File: src/srsr_consts.svh
// Contract
// three groups each feed status byte summary
// status byte drives service-request line
// bad command sets event bit 5
// event mask 32 passes command error
// request mask 32 raises line on summary
// poll after command error reads 96
// auto calibration default; off reuses values
// calibration off holds bits 2,5,6 true
// mask 100/0 latches rising changes only
// masks 100 and 8 give poll 72
// operation bit 4 true while measuring
// masks 0/16 latch measuring fall only
// masks 16 and 128 give poll 192
// host clears and presets before configuring
// event bits bypass transition filters
// questionable bit 15 always zero
// request bit 6 from masked summaries
`ifndef SRSR_CONSTS_SVH
`define SRSR_CONSTS_SVH
// ---------------------------------------------
// register byte offsets
// ---------------------------------------------
`define SRSR_A_CTRL 6'h00
`define SRSR_A_CMD 6'h04
`define SRSR_A_STB 6'h08
`define SRSR_A_SRE 6'h0C
`define SRSR_A_ESR 6'h10
`define SRSR_A_ESE 6'h14
`define SRSR_A_QCOND 6'h18
`define SRSR_A_QEVT 6'h1C
`define SRSR_A_QEN 6'h20
`define SRSR_A_QPTR 6'h24
`define SRSR_A_QNTR 6'h28
`define SRSR_A_OCOND 6'h2C
`define SRSR_A_OEVT 6'h30
`define SRSR_A_OEN 6'h34
`define SRSR_A_OPTR 6'h38
`define SRSR_A_ONTR 6'h3C
// ---------------------------------------------
// field positions
// ---------------------------------------------
`define SRSR_B_CMDERR 5
`define SRSR_B_CALERR 8
`define SRSR_B_OOLIM 10
`define SRSR_B_CMDWARN 14
`define SRSR_B_MEAS 4
`define SRSR_B_QSUM 3
`define SRSR_B_ESB 5
`define SRSR_B_RQS 6
`define SRSR_B_OSUM 7
`define SRSR_CMD_CLS 0
`define SRSR_CMD_PRESET 1
`define SRSR_CMD_RST 2
// ---------------------------------------------
// fixed values
// ---------------------------------------------
`define SRSR_QCAL_BITS 16'h0064
`define SRSR_QMASK 16'h7FFF
`define SRSR_PTR_RST 16'hFFFF
`define SRSR_RQS_MASK 8'hBF
`endif

File: src/srsr_pkg.sv
package srsr_pkg;
  // instrument event pulses, one hclk cycle each
  typedef struct packed {
    logic cmd_err;
    logic cal_err;
    logic oolim;
    logic cmd_warn;
  } srsr_evt_t;
  typedef struct packed {
    logic [5:0] addr;
    logic write;
  } srsr_aphase_t;
endpackage

File: src/srsr_top.sv
// Design decisions made here: the placing of the registers and the AHB-Lite register port.
`timescale 1ns/1ps
`default_nettype none
`include "srsr_consts.svh"
module srsr_top (
  // clock, reset, enable
  input wire logic hclk,
  input wire logic hresetn,
  input wire logic ce,
  // ahb-lite slave
  input wire logic hsel,
  input wire logic [31:0] haddr,
  input wire logic [1:0] htrans,
  input wire logic hwrite,
  input wire logic [2:0] hsize,
  input wire logic [31:0] hwdata,
  input wire logic hready,
  output logic [31:0] hrdata,
  output logic hreadyout,
  output logic hresp,
  // instrument side
  input wire logic measuring_pin,
  input wire srsr_pkg::srsr_evt_t evt,
  output logic srq,
  output logic auto_cal,
  output logic cal_start
);
  import srsr_pkg::*;

  // ---------------------------------------------
  // bus slave
  // ---------------------------------------------
  srsr_aphase_t ap_reg;
  logic wr_pend_reg;
  logic ap_go;
  logic rd_go;
  logic [5:0] wa;
  logic wr_now;
  logic [15:0] wd;

  assign hreadyout = 1'b1;
  assign hresp = 1'b0;
  assign ap_go = ce && hsel && htrans[1] && hready;
  assign rd_go = ap_go && !hwrite;
  assign wa = ap_reg.addr;
  assign wr_now = ce && wr_pend_reg;
  assign wd = hwdata[15:0];

  always_ff @(posedge hclk or negedge hresetn)
  begin
    if (!hresetn)
    begin
      ap_reg <= '0;
      wr_pend_reg <= 1'b0;
    end
    else if (ce)
    begin
      // only whole words; other sizes are accepted and ignored
      wr_pend_reg <= ap_go && hwrite && (hsize == 3'h2);
      ap_reg <= '{addr: {haddr[5:2], 2'h0}, write: hwrite};
    end
  end

  // ---------------------------------------------
  // control registers
  // ---------------------------------------------
  logic [7:0] sre_reg, ese_reg;
  logic [15:0] qen_reg, qptr_reg, qntr_reg;
  logic [15:0] oen_reg, optr_reg, ontr_reg;
  logic cmd_cls, cmd_preset, cmd_rst;

  assign cmd_cls = wr_now && wa == `SRSR_A_CMD && wd[`SRSR_CMD_CLS];
  assign cmd_preset = wr_now && wa == `SRSR_A_CMD && wd[`SRSR_CMD_PRESET];
  assign cmd_rst = wr_now && wa == `SRSR_A_CMD && wd[`SRSR_CMD_RST];

  always_ff @(posedge hclk or negedge hresetn)
  begin
    if (!hresetn)
    begin
      sre_reg <= 8'h00;
      ese_reg <= 8'h00;
    end
    else if (wr_now)
    begin
      if (wa == `SRSR_A_SRE)
        sre_reg <= wd[7:0] & `SRSR_RQS_MASK;
      if (wa == `SRSR_A_ESE)
        ese_reg <= wd[7:0];
    end
  end

  // preset opens positive filters, closes negative ones and enables
  always_ff @(posedge hclk or negedge hresetn)
  begin
    if (!hresetn)
    begin
      qen_reg <= 16'h0000;
      qptr_reg <= `SRSR_PTR_RST & `SRSR_QMASK;
      qntr_reg <= 16'h0000;
      oen_reg <= 16'h0000;
      optr_reg <= `SRSR_PTR_RST;
      ontr_reg <= 16'h0000;
    end
    else if (cmd_preset)
    begin
      qen_reg <= 16'h0000;
      qptr_reg <= `SRSR_PTR_RST & `SRSR_QMASK;
      qntr_reg <= 16'h0000;
      oen_reg <= 16'h0000;
      optr_reg <= `SRSR_PTR_RST;
      ontr_reg <= 16'h0000;
    end
    else if (wr_now)
    begin
      case (wa)
        `SRSR_A_QEN: qen_reg <= wd & `SRSR_QMASK;
        `SRSR_A_QPTR: qptr_reg <= wd & `SRSR_QMASK;
        `SRSR_A_QNTR: qntr_reg <= wd & `SRSR_QMASK;
        `SRSR_A_OEN: oen_reg <= wd;
        `SRSR_A_OPTR: optr_reg <= wd;
        `SRSR_A_ONTR: ontr_reg <= wd;
        default: ;
      endcase
    end
  end

  // reset command brings calibration back to its default
  always_ff @(posedge hclk or negedge hresetn)
  begin
    if (!hresetn)
      auto_cal <= 1'b1;
    else if (cmd_rst)
      auto_cal <= 1'b1;
    else if (wr_now && wa == `SRSR_A_CTRL)
      auto_cal <= wd[0];
  end

  // ---------------------------------------------
  // measuring input and calibration request
  // ---------------------------------------------
  logic m1_reg, m2_reg, m3_reg, meas_reg, meas_prev_reg;

  always_ff @(posedge hclk or negedge hresetn)
  begin
    if (!hresetn)
    begin
      m1_reg <= 1'b0;
      m2_reg <= 1'b0;
      m3_reg <= 1'b0;
      meas_reg <= 1'b0;
    end
    else if (ce)
    begin
      m1_reg <= measuring_pin;
      m2_reg <= m1_reg;
      m3_reg <= m2_reg;
      if (m2_reg == m3_reg)
        meas_reg <= m3_reg;
    end
  end

  // with calibration off the stored values are simply reused
  always_ff @(posedge hclk or negedge hresetn)
  begin
    if (!hresetn)
    begin
      meas_prev_reg <= 1'b0;
      cal_start <= 1'b0;
    end
    else if (ce)
    begin
      meas_prev_reg <= meas_reg;
      cal_start <= auto_cal && meas_reg && !meas_prev_reg;
    end
  end

  // ---------------------------------------------
  // conditions, transition filters, events
  // ---------------------------------------------
  logic [15:0] qcond, ocond, qprev_reg, oprev_reg;
  logic [15:0] qevt_reg, oevt_reg, qdirect;
  logic [7:0] esr_reg;
  logic clr_q, clr_o, clr_e;

  function automatic logic [15:0] filt(input logic [15:0] c,
      input logic [15:0] p, input logic [15:0] pt, input logic [15:0] nt);
    filt = (c & ~p & pt) | (~c & p & nt);
  endfunction

  assign qcond = auto_cal ? 16'h0000 : `SRSR_QCAL_BITS;
  assign ocond = {11'h000, meas_reg, 4'h0};
  assign qdirect = ({15'h0000, evt.cal_err} << `SRSR_B_CALERR)
      | ({15'h0000, evt.oolim} << `SRSR_B_OOLIM)
      | ({15'h0000, evt.cmd_warn} << `SRSR_B_CMDWARN);
  // reading an event register empties it, as does clear status
  assign clr_q = cmd_cls || (rd_go && haddr[5:0] == `SRSR_A_QEVT);
  assign clr_o = cmd_cls || (rd_go && haddr[5:0] == `SRSR_A_OEVT);
  assign clr_e = cmd_cls || (rd_go && haddr[5:0] == `SRSR_A_ESR);

  always_ff @(posedge hclk or negedge hresetn)
  begin
    if (!hresetn)
    begin
      qprev_reg <= 16'h0000;
      oprev_reg <= 16'h0000;
    end
    else if (ce)
    begin
      qprev_reg <= qcond;
      oprev_reg <= ocond;
    end
  end

  // a new event in the clearing cycle survives the clear
  always_ff @(posedge hclk or negedge hresetn)
  begin
    if (!hresetn)
    begin
      qevt_reg <= 16'h0000;
      oevt_reg <= 16'h0000;
      esr_reg <= 8'h00;
    end
    else if (ce)
    begin
      qevt_reg <= ((clr_q ? 16'h0000 : qevt_reg)
          | filt(qcond, qprev_reg, qptr_reg, qntr_reg)
          | qdirect) & `SRSR_QMASK;
      oevt_reg <= (clr_o ? 16'h0000 : oevt_reg)
          | filt(ocond, oprev_reg, optr_reg, ontr_reg);
      esr_reg <= (clr_e ? 8'h00 : esr_reg)
          | ({7'h00, evt.cmd_err} << `SRSR_B_CMDERR);
    end
  end

  // ---------------------------------------------
  // status byte and service request
  // ---------------------------------------------
  logic [7:0] sum, stb;
  logic rqs;

  always_comb
  begin
    sum = 8'h00;
    sum[`SRSR_B_QSUM] = |(qevt_reg & qen_reg);
    sum[`SRSR_B_ESB] = |(esr_reg & ese_reg);
    sum[`SRSR_B_OSUM] = |(oevt_reg & oen_reg);
  end

  assign rqs = |(sum & sre_reg & `SRSR_RQS_MASK);
  assign stb = sum | ({7'h00, rqs} << `SRSR_B_RQS);

  always_ff @(posedge hclk or negedge hresetn)
  begin
    if (!hresetn)
      srq <= 1'b0;
    else if (ce)
      srq <= rqs;
  end

  // ---------------------------------------------
  // read data, captured in the address phase
  // ---------------------------------------------
  logic [15:0] rd_mux;

  always_comb
  begin
    case (haddr[5:0])
      `SRSR_A_CTRL: rd_mux = {15'h0000, auto_cal};
      `SRSR_A_STB: rd_mux = {8'h00, stb};
      `SRSR_A_SRE: rd_mux = {8'h00, sre_reg};
      `SRSR_A_ESR: rd_mux = {8'h00, esr_reg};
      `SRSR_A_ESE: rd_mux = {8'h00, ese_reg};
      `SRSR_A_QCOND: rd_mux = qcond;
      `SRSR_A_QEVT: rd_mux = qevt_reg;
      `SRSR_A_QEN: rd_mux = qen_reg;
      `SRSR_A_QPTR: rd_mux = qptr_reg;
      `SRSR_A_QNTR: rd_mux = qntr_reg;
      `SRSR_A_OCOND: rd_mux = ocond;
      `SRSR_A_OEVT: rd_mux = oevt_reg;
      `SRSR_A_OEN: rd_mux = oen_reg;
      `SRSR_A_OPTR: rd_mux = optr_reg;
      `SRSR_A_ONTR: rd_mux = ontr_reg;
      default: rd_mux = 16'h0000;
    endcase
  end

  always_ff @(posedge hclk or negedge hresetn)
  begin
    if (!hresetn)
      hrdata <= 32'h00000000;
    else if (rd_go)
      hrdata <= {16'h0000, rd_mux};
  end
endmodule
`default_nettype wire

File: config.mk
export PLATFORM = sky130hd
export DESIGN_NAME = srsr_top
export DESIGN_NICKNAME = d
export VERILOG_FILES = /design/src/srsr_pkg.sv /design/src/srsr_top.sv
export VERILOG_INCLUDE_DIRS = /design/src
export SDC_FILE = /design/constraint.sdc
export NUM_CORES = 1
export LEC_CHECK = 0
export BUFFER_PORTS_ARGS = -buffer_cell sky130_fd_sc_hd__buf_4
export CORE_ASPECT_RATIO = 1.75
export CORE_MARGIN = 4
export CORE_UTILIZATION = 55
export DETAILED_ROUTE_END_ITERATION = 10
export PLACE_DENSITY = 0.8
export SKIP_LAST_GASP = 1
export SYNTH_ARGS = -nofsm -noshare
export SYNTH_HDL_FRONTEND = slang
export SYNTH_SLANG_ARGS = --single-unit
File: constraint.sdc
create_clock -name hclk -period 5.15 [get_ports hclk]
set_input_delay 0.515 -clock hclk [delete_from_list [all_inputs] [get_ports hclk]]
set_output_delay 0.515 -clock hclk [all_outputs]
set_load 0.05 [all_outputs]
# Word-level counts from Yosys, hierarchy flattened

Index checks and enable logic that the tools add are counted.

Register bits after elaboration: 186
Output and inout port bits: 37
Word-level logic and storage cells: 143

Equality and inequality tests: 25
Muxes and demuxes: 25
Bitwise operators: 25
Reduce and logical (&&, ||, !) cells: 45

Operators by type and width:

| cell               | count |
|---|---|
| $mux 16            | 19 |
| $pmux 16 s15       | 1 |
| $and 16x16->16     | 3 |
| $eq 6x6->1 const B | 8 |
| $or 15x15->15      | 3 |
| $not 5->16         | 2 |
| $or 16x16->16      | 2 |
| $reduce_or 16->1   | 2 |
| $and 15x15->15     | 2 |
| $not 7->15         | 2 |
| $eq 4x4->1 const B | 6 |
| $eq 6x5->1 const B | 4 |
| $reduce_and 2->1   | 9 |
| $logic_and 1x1->1  | 17 |
| $and 15x16->16     | 1 |
| $and 16x5->16      | 1 |
| $and 5x16->16      | 1 |
| $and 8x8->8        | 2 |
| $reduce_bool 2->1  | 8 |
| $and 15x7->15      | 1 |
| $and 7x15->15      | 1 |
| $mux 15            | 1 |
| $or 11x15->15      | 1 |
| $eq 6x4->1 const B | 2 |
| 16 further kinds   | 21 |

# Logic depth before layout (Yosys ltp)

Depth after elaboration: 9
Mapped depth: 8
Depth with buffers taken out: 5

# Worst setup path before layout

OpenSTA, ideal clock, no wires.

Kind: input -> register
From: input haddr[4]
To: register esr_reg[5]
Library setup time: 0.122 ns
Data arrival time: 1.915 ns
Data required time: 5.028 ns
Path slack: 3.114 ns
Cell stages on the path: 5
Buffers on the path: 2
Cells stage by stage: buf_2 or4b_4 buf_6 or4_1 a32o_1

Longest elaborated chain between the ends: 5

RTL lines:

| what                        | RTL line        | RTL |
|---|---|---|
| start: declaration          | srsr_top.sv:12  | `input wire logic [31:0] haddr,` |
| $eq 6x5->1                  | n/a             |  |
| $logic_and 1x1->1 (no line) | n/a             |  |
| $logic_or 1x1->1            | srsr_top.sv:198 | `` assign clr_e = cmd_cls \|\| (rd_go && haddr[5:0] == `SRSR_A_ESR); `` |
| $mux 8                      | srsr_top.sv:230 | `esr_reg <= (clr_e ? 8'h00 : esr_reg)` |
| $or 8x6->8                  | srsr_top.sv:230 |  |
| end signal: assignment      | srsr_top.sv:230 |  |
| end: declaration            | srsr_top.sv:182 | `logic [7:0] esr_reg;` |

No other way between the ends.
A chain may end at the register's enable or synchronous reset.

# Worst setup path in the final report

From: register ap_reg (netlist bit wa[3])
To: register qen_reg[11]

Longest elaborated chain between the ends: 5
Elaborated cells between the ends (all ways): 8
Those cells by class: eq/ne: 2; mux: 1; reduce/logical: 5

RTL lines:

| what                        | RTL line        | RTL |
|---|---|---|
| start: declaration          | srsr_top.sv:33  | `srsr_aphase_t ap_reg;` |
| start signal: assignment    | srsr_top.sv:60  | `ap_reg <= '{addr: {haddr[5:2], 2'h0}, write: hwrite};` |
| $eq 4x1->1 (no line)        | n/a             |  |
| $logic_and 1x1->1 (no line) | n/a             |  |
| $logic_and 1x1->1           | srsr_top.sv:73  | `` assign cmd_preset = wr_now && wa == `SRSR_A_CMD && wd[`SRSR_CMD_PRESET]; `` |
| $reduce_bool 2->1 (no line) | n/a             |  |
| $reduce_and 2->1 (no line)  | n/a             |  |
| end signal: assignment      | srsr_top.sv:116 | `` `SRSR_A_QEN: qen_reg <= wd & `SRSR_QMASK; `` |
| end: declaration            | srsr_top.sv:68  | `logic [15:0] qen_reg, qptr_reg, qntr_reg;` |

Several ways; a longest one is shown, not always the timed one.

==> summary.md <==
| Metric | Value |
|---|---|
| Die width | 93.57 um |
| VDD IR max | 0.1850 mV |
| Clock-pin slew on the worst setup and hold paths | 0.06 ns |
| Initial antenna violation count | 0 |
| RR Startpoint | wa[3]$_DFFE_PN0P_ |
| Final wirelength | 19810 um |
| Max Buffers Root-to-Sink | 2 |
| Crit-path max FO | 15 |
| Seq/Total Area, Yosys | 52.41% |
| Storage element area | 3694 um^2 |
| PortBufs | 55 |
| Final ANT Viol Nets | 0 |
| R2R depth | 5 |
| Leakage | roughly 3.5 nW |
| Fillers | 982 |
| First-pass GRT wire length | 31470 um |
| Fin cells | 921 |
| Nets | between 800 and 900 |
| Post-Syn Area | 7048 um^2 |
| Tot GR Track Use | 27.93% |
| Ys async rst share | between 90% and 100% |
| Routability cong. | a little over 0.9 |
| Post-route minimum period | between 2 and 2.5 ns |
| Arr. time, crit path | 2.75 ns |
| Number of clock sinks | 146 |
| Final Slew Violations | 0 |
| Main synth FF type | dfrtp_1 |
| Post-synth EDFFs | 0 |
| Critical path type | register to register |
| H-tree depth | 4 |
| Total Power | 2.815 mW |
| Fin. Hold Viols | 0 |
| Distinct cells, synth | between 50 and 60 |
| Grt total ovfl | 0 |
| Critical path launch point | wa[3]$_DFFE_PN0P_ |
| Hold/Removal Path Class | primary input to async pin |
| Max frequency | 401.1 MHz |
| Mapped Avg Cell Area | 9.871 um^2 |
| Vias in the first global route | just over 6000 |
| Via count | 5914 |
| Synthesized instance count | 714 |
| Final Setup Violations | 0 |
| Multi-input gate area | 3022 um^2 |
| Slew margin rel. | approximately 17% |
| Root Driver | clkbuf_16 |
| Critical path launch point type | register |
| FF-to-FF End | qen_reg[11]$_DFFE_PN0P_ |
| Largest cells by area after synthesis | dfrtp_1 (40%), dfstp_2 (12%), o21ai_0 (7.6%), nand2_1 (6.4%), mux2_2 (5.9%) |
| Yosys warns | 0 |
| RSZ-0062 raised after global routing | false |
| Post-CTS Resized | 0 |
| #FFs+latches synth | 146 |
| DRT iter0 DRCs | 477 |
| Die Y | 157.8 um |
| Skew final | roughly 0.0066 ns |
| Status | finished, final reports clean |
| Vias/cell | 6.421 |
| Initial core utilization | 56.39% |
| Postcts setup bufs | 0 |
| Cts-stage hold buffer count | 0 |
| Layout cells sized above 1 | 22.97% |
| Crit share post-route | 48.41% |
| Number of diodes | 0 |
| Drt first pass iters | 6 |
| Dpl cells | 889 |
| Core area | about 12000 um^2 |
| CTS buffer count | 17 |
| Largest net degree at the start of global routing | 107 |
| Max_cap viols | 0 |
| Setup_tns | 0 ns |
| Slew @ Worst Pin | around 1.2 ns |
| DRC Markers | 0 |
| Clock latency on the worst-skew pair | 0.42 ns |
| Wire per inst | between 20 and 25 um |
| Dpl hpwl | approximately 13000 um |
| Power density cells | 351.1 nW/um^2 |
| Die ar. | 14760 um^2 |
| I/O pins | approximately 120 |
| CTS tree | done |
| R2R setup slack | 2.66 ns |
| Top-area cell type share of the netlist area | 40.48% |
| Area Overhead vs Synth | 13.74% |
| Post-synth top area cell | dfrtp_1 |
| Row Count | 54 |
| CP required | 5.40 ns |
| Setup crit end kind | register |
-- per-stage QoR --
stage                     hold WS (ns)  worst slack [ns]  instance area (um^2)  utilization [%]
final                           0.1990             2.657                  8016            64.13
after global routing            0.2924             2.549                  8016            64.13
after CTS                       0.2554             2.697                  8016            64.13
after detailed placement        0.4707             2.431                  7432            59.46
after global placement          0.4561             2.428                  7432            59.46
after floorplan                 0.2194             3.114                  7108                -
-- per-layer routing --
metal | up-vias | GRT usage [%] | share of wire, %
met5 | - | 0 | 0
met4 | 0 | 19.42 | 6.7
met3 | 99 | 6.467 | 7.3
met2 | 313 | 47.71 | 51
met1 | 2945 | 30.32 | 35
li1 | 2557 | - | -
-- where the power goes --
| group | internal [mW] | switching [mW] | total (mW) | leakage (nW) |
|---|---|---|---|---|
| sequential | 1.22 | 0.0566 | 1.27 | 1.84 |
| combinational | 0.102 | 0.215 | 0.317 | 1.39 |
| clock | 0.720 | 0.504 | 1.22 | 0.282 |
| total | 2.04 | 0.775 | 2.81 | 3.51 |
-- how the worst max path moves through the flow --
| stage | endpoint | cells after the start | slack [ns] |
|---|---|---|---|
| global placement | qen_reg[6]$_DFFE_PN0P_ | 6 | 2.43 |
| floorplan | esr_reg[5]$_DFFE_PN0P_ | 5 | 3.11 |
| CTS | qen_reg[11]$_DFFE_PN0P_ | 5 | 2.70 |
| finish | qen_reg[11]$_DFFE_PN0P_ | 5 | 2.66 |
| global route | qen_reg[11]$_DFFE_PN0P_ | 5 | 2.55 |
| detailed placement | oen_reg[14]$_DFFE_PN0P_ | 6 | 2.43 |
-- Yosys cell counts (8+ instances only) --
cell type / instances
inv_1: 8
nand3_1: 11
dfrtp_1: 114
clkbuf_1: 37
mux2_2: 37
nor2_1: 40
o21ai_0: 107
a221oi_1: 11
dfstp_2: 32
buf_2: 10
buf_4: 19
a22o_1: 17
nand2_1: 120
a22oi_1: 12
o31ai_1: 15
nand3b_1: 9
mux2i_1: 20
a21oi_1: 21
-- logic make-up (layout without fill, tap and decap cells) --
family | count (synthesis) | after routing | synth area share, %
compound gates | 210 | 210 | 18.43
buf+inv | 80 | 103 | 5.663
flops | 146 | 146 | 52.41
mux | 57 | 57 | 8.752
other cells | 2 | 18 | 0.1066
simple gates | 219 | 219 | 14.65
-- cells in the final DEF, fill, tap and decap left out, drive strengths merged, types with 3 or more instances in the layout --
cell type,n
dfstp,32
a32o,3
a31oi,5
a21oi,21
o31ai,15
o21ai,111
buf,63
mux2i,20
a32oi,5
nand4,3
clkinv,5
conb,18
o22ai,3
nor3b,5
nand3b,9
nand3,11
nor2,41
dfrtp,114
nand2b,3
nor2b,6
clkbuf,18
mux2,37
inv,13
nor3,4
a22o,17
a22oi,12
nand2,120
a221oi,11
-- worst max-delay path, stage by stage, from the launching register on --
cell and delay (ns):
dfrtp_1 0.48, nand4b_1 0.33, nor3_2 0.37, nand2_1 0.60, nand2_1 0.38, o21ai_0 0.14
-- area by class of cell --
class | instances | share of cell area (%)
sequential | 146 | 46.07
multi-input combinational | 504 | 37.69
timing repair buffer | 63 | 5.947
clock buffer | 18 | 5.354
tap | 168 | 2.622
clock inverter | 14 | 1.935
inverter | 8 | 0.3746
Power figures use the tool's default switching activity.
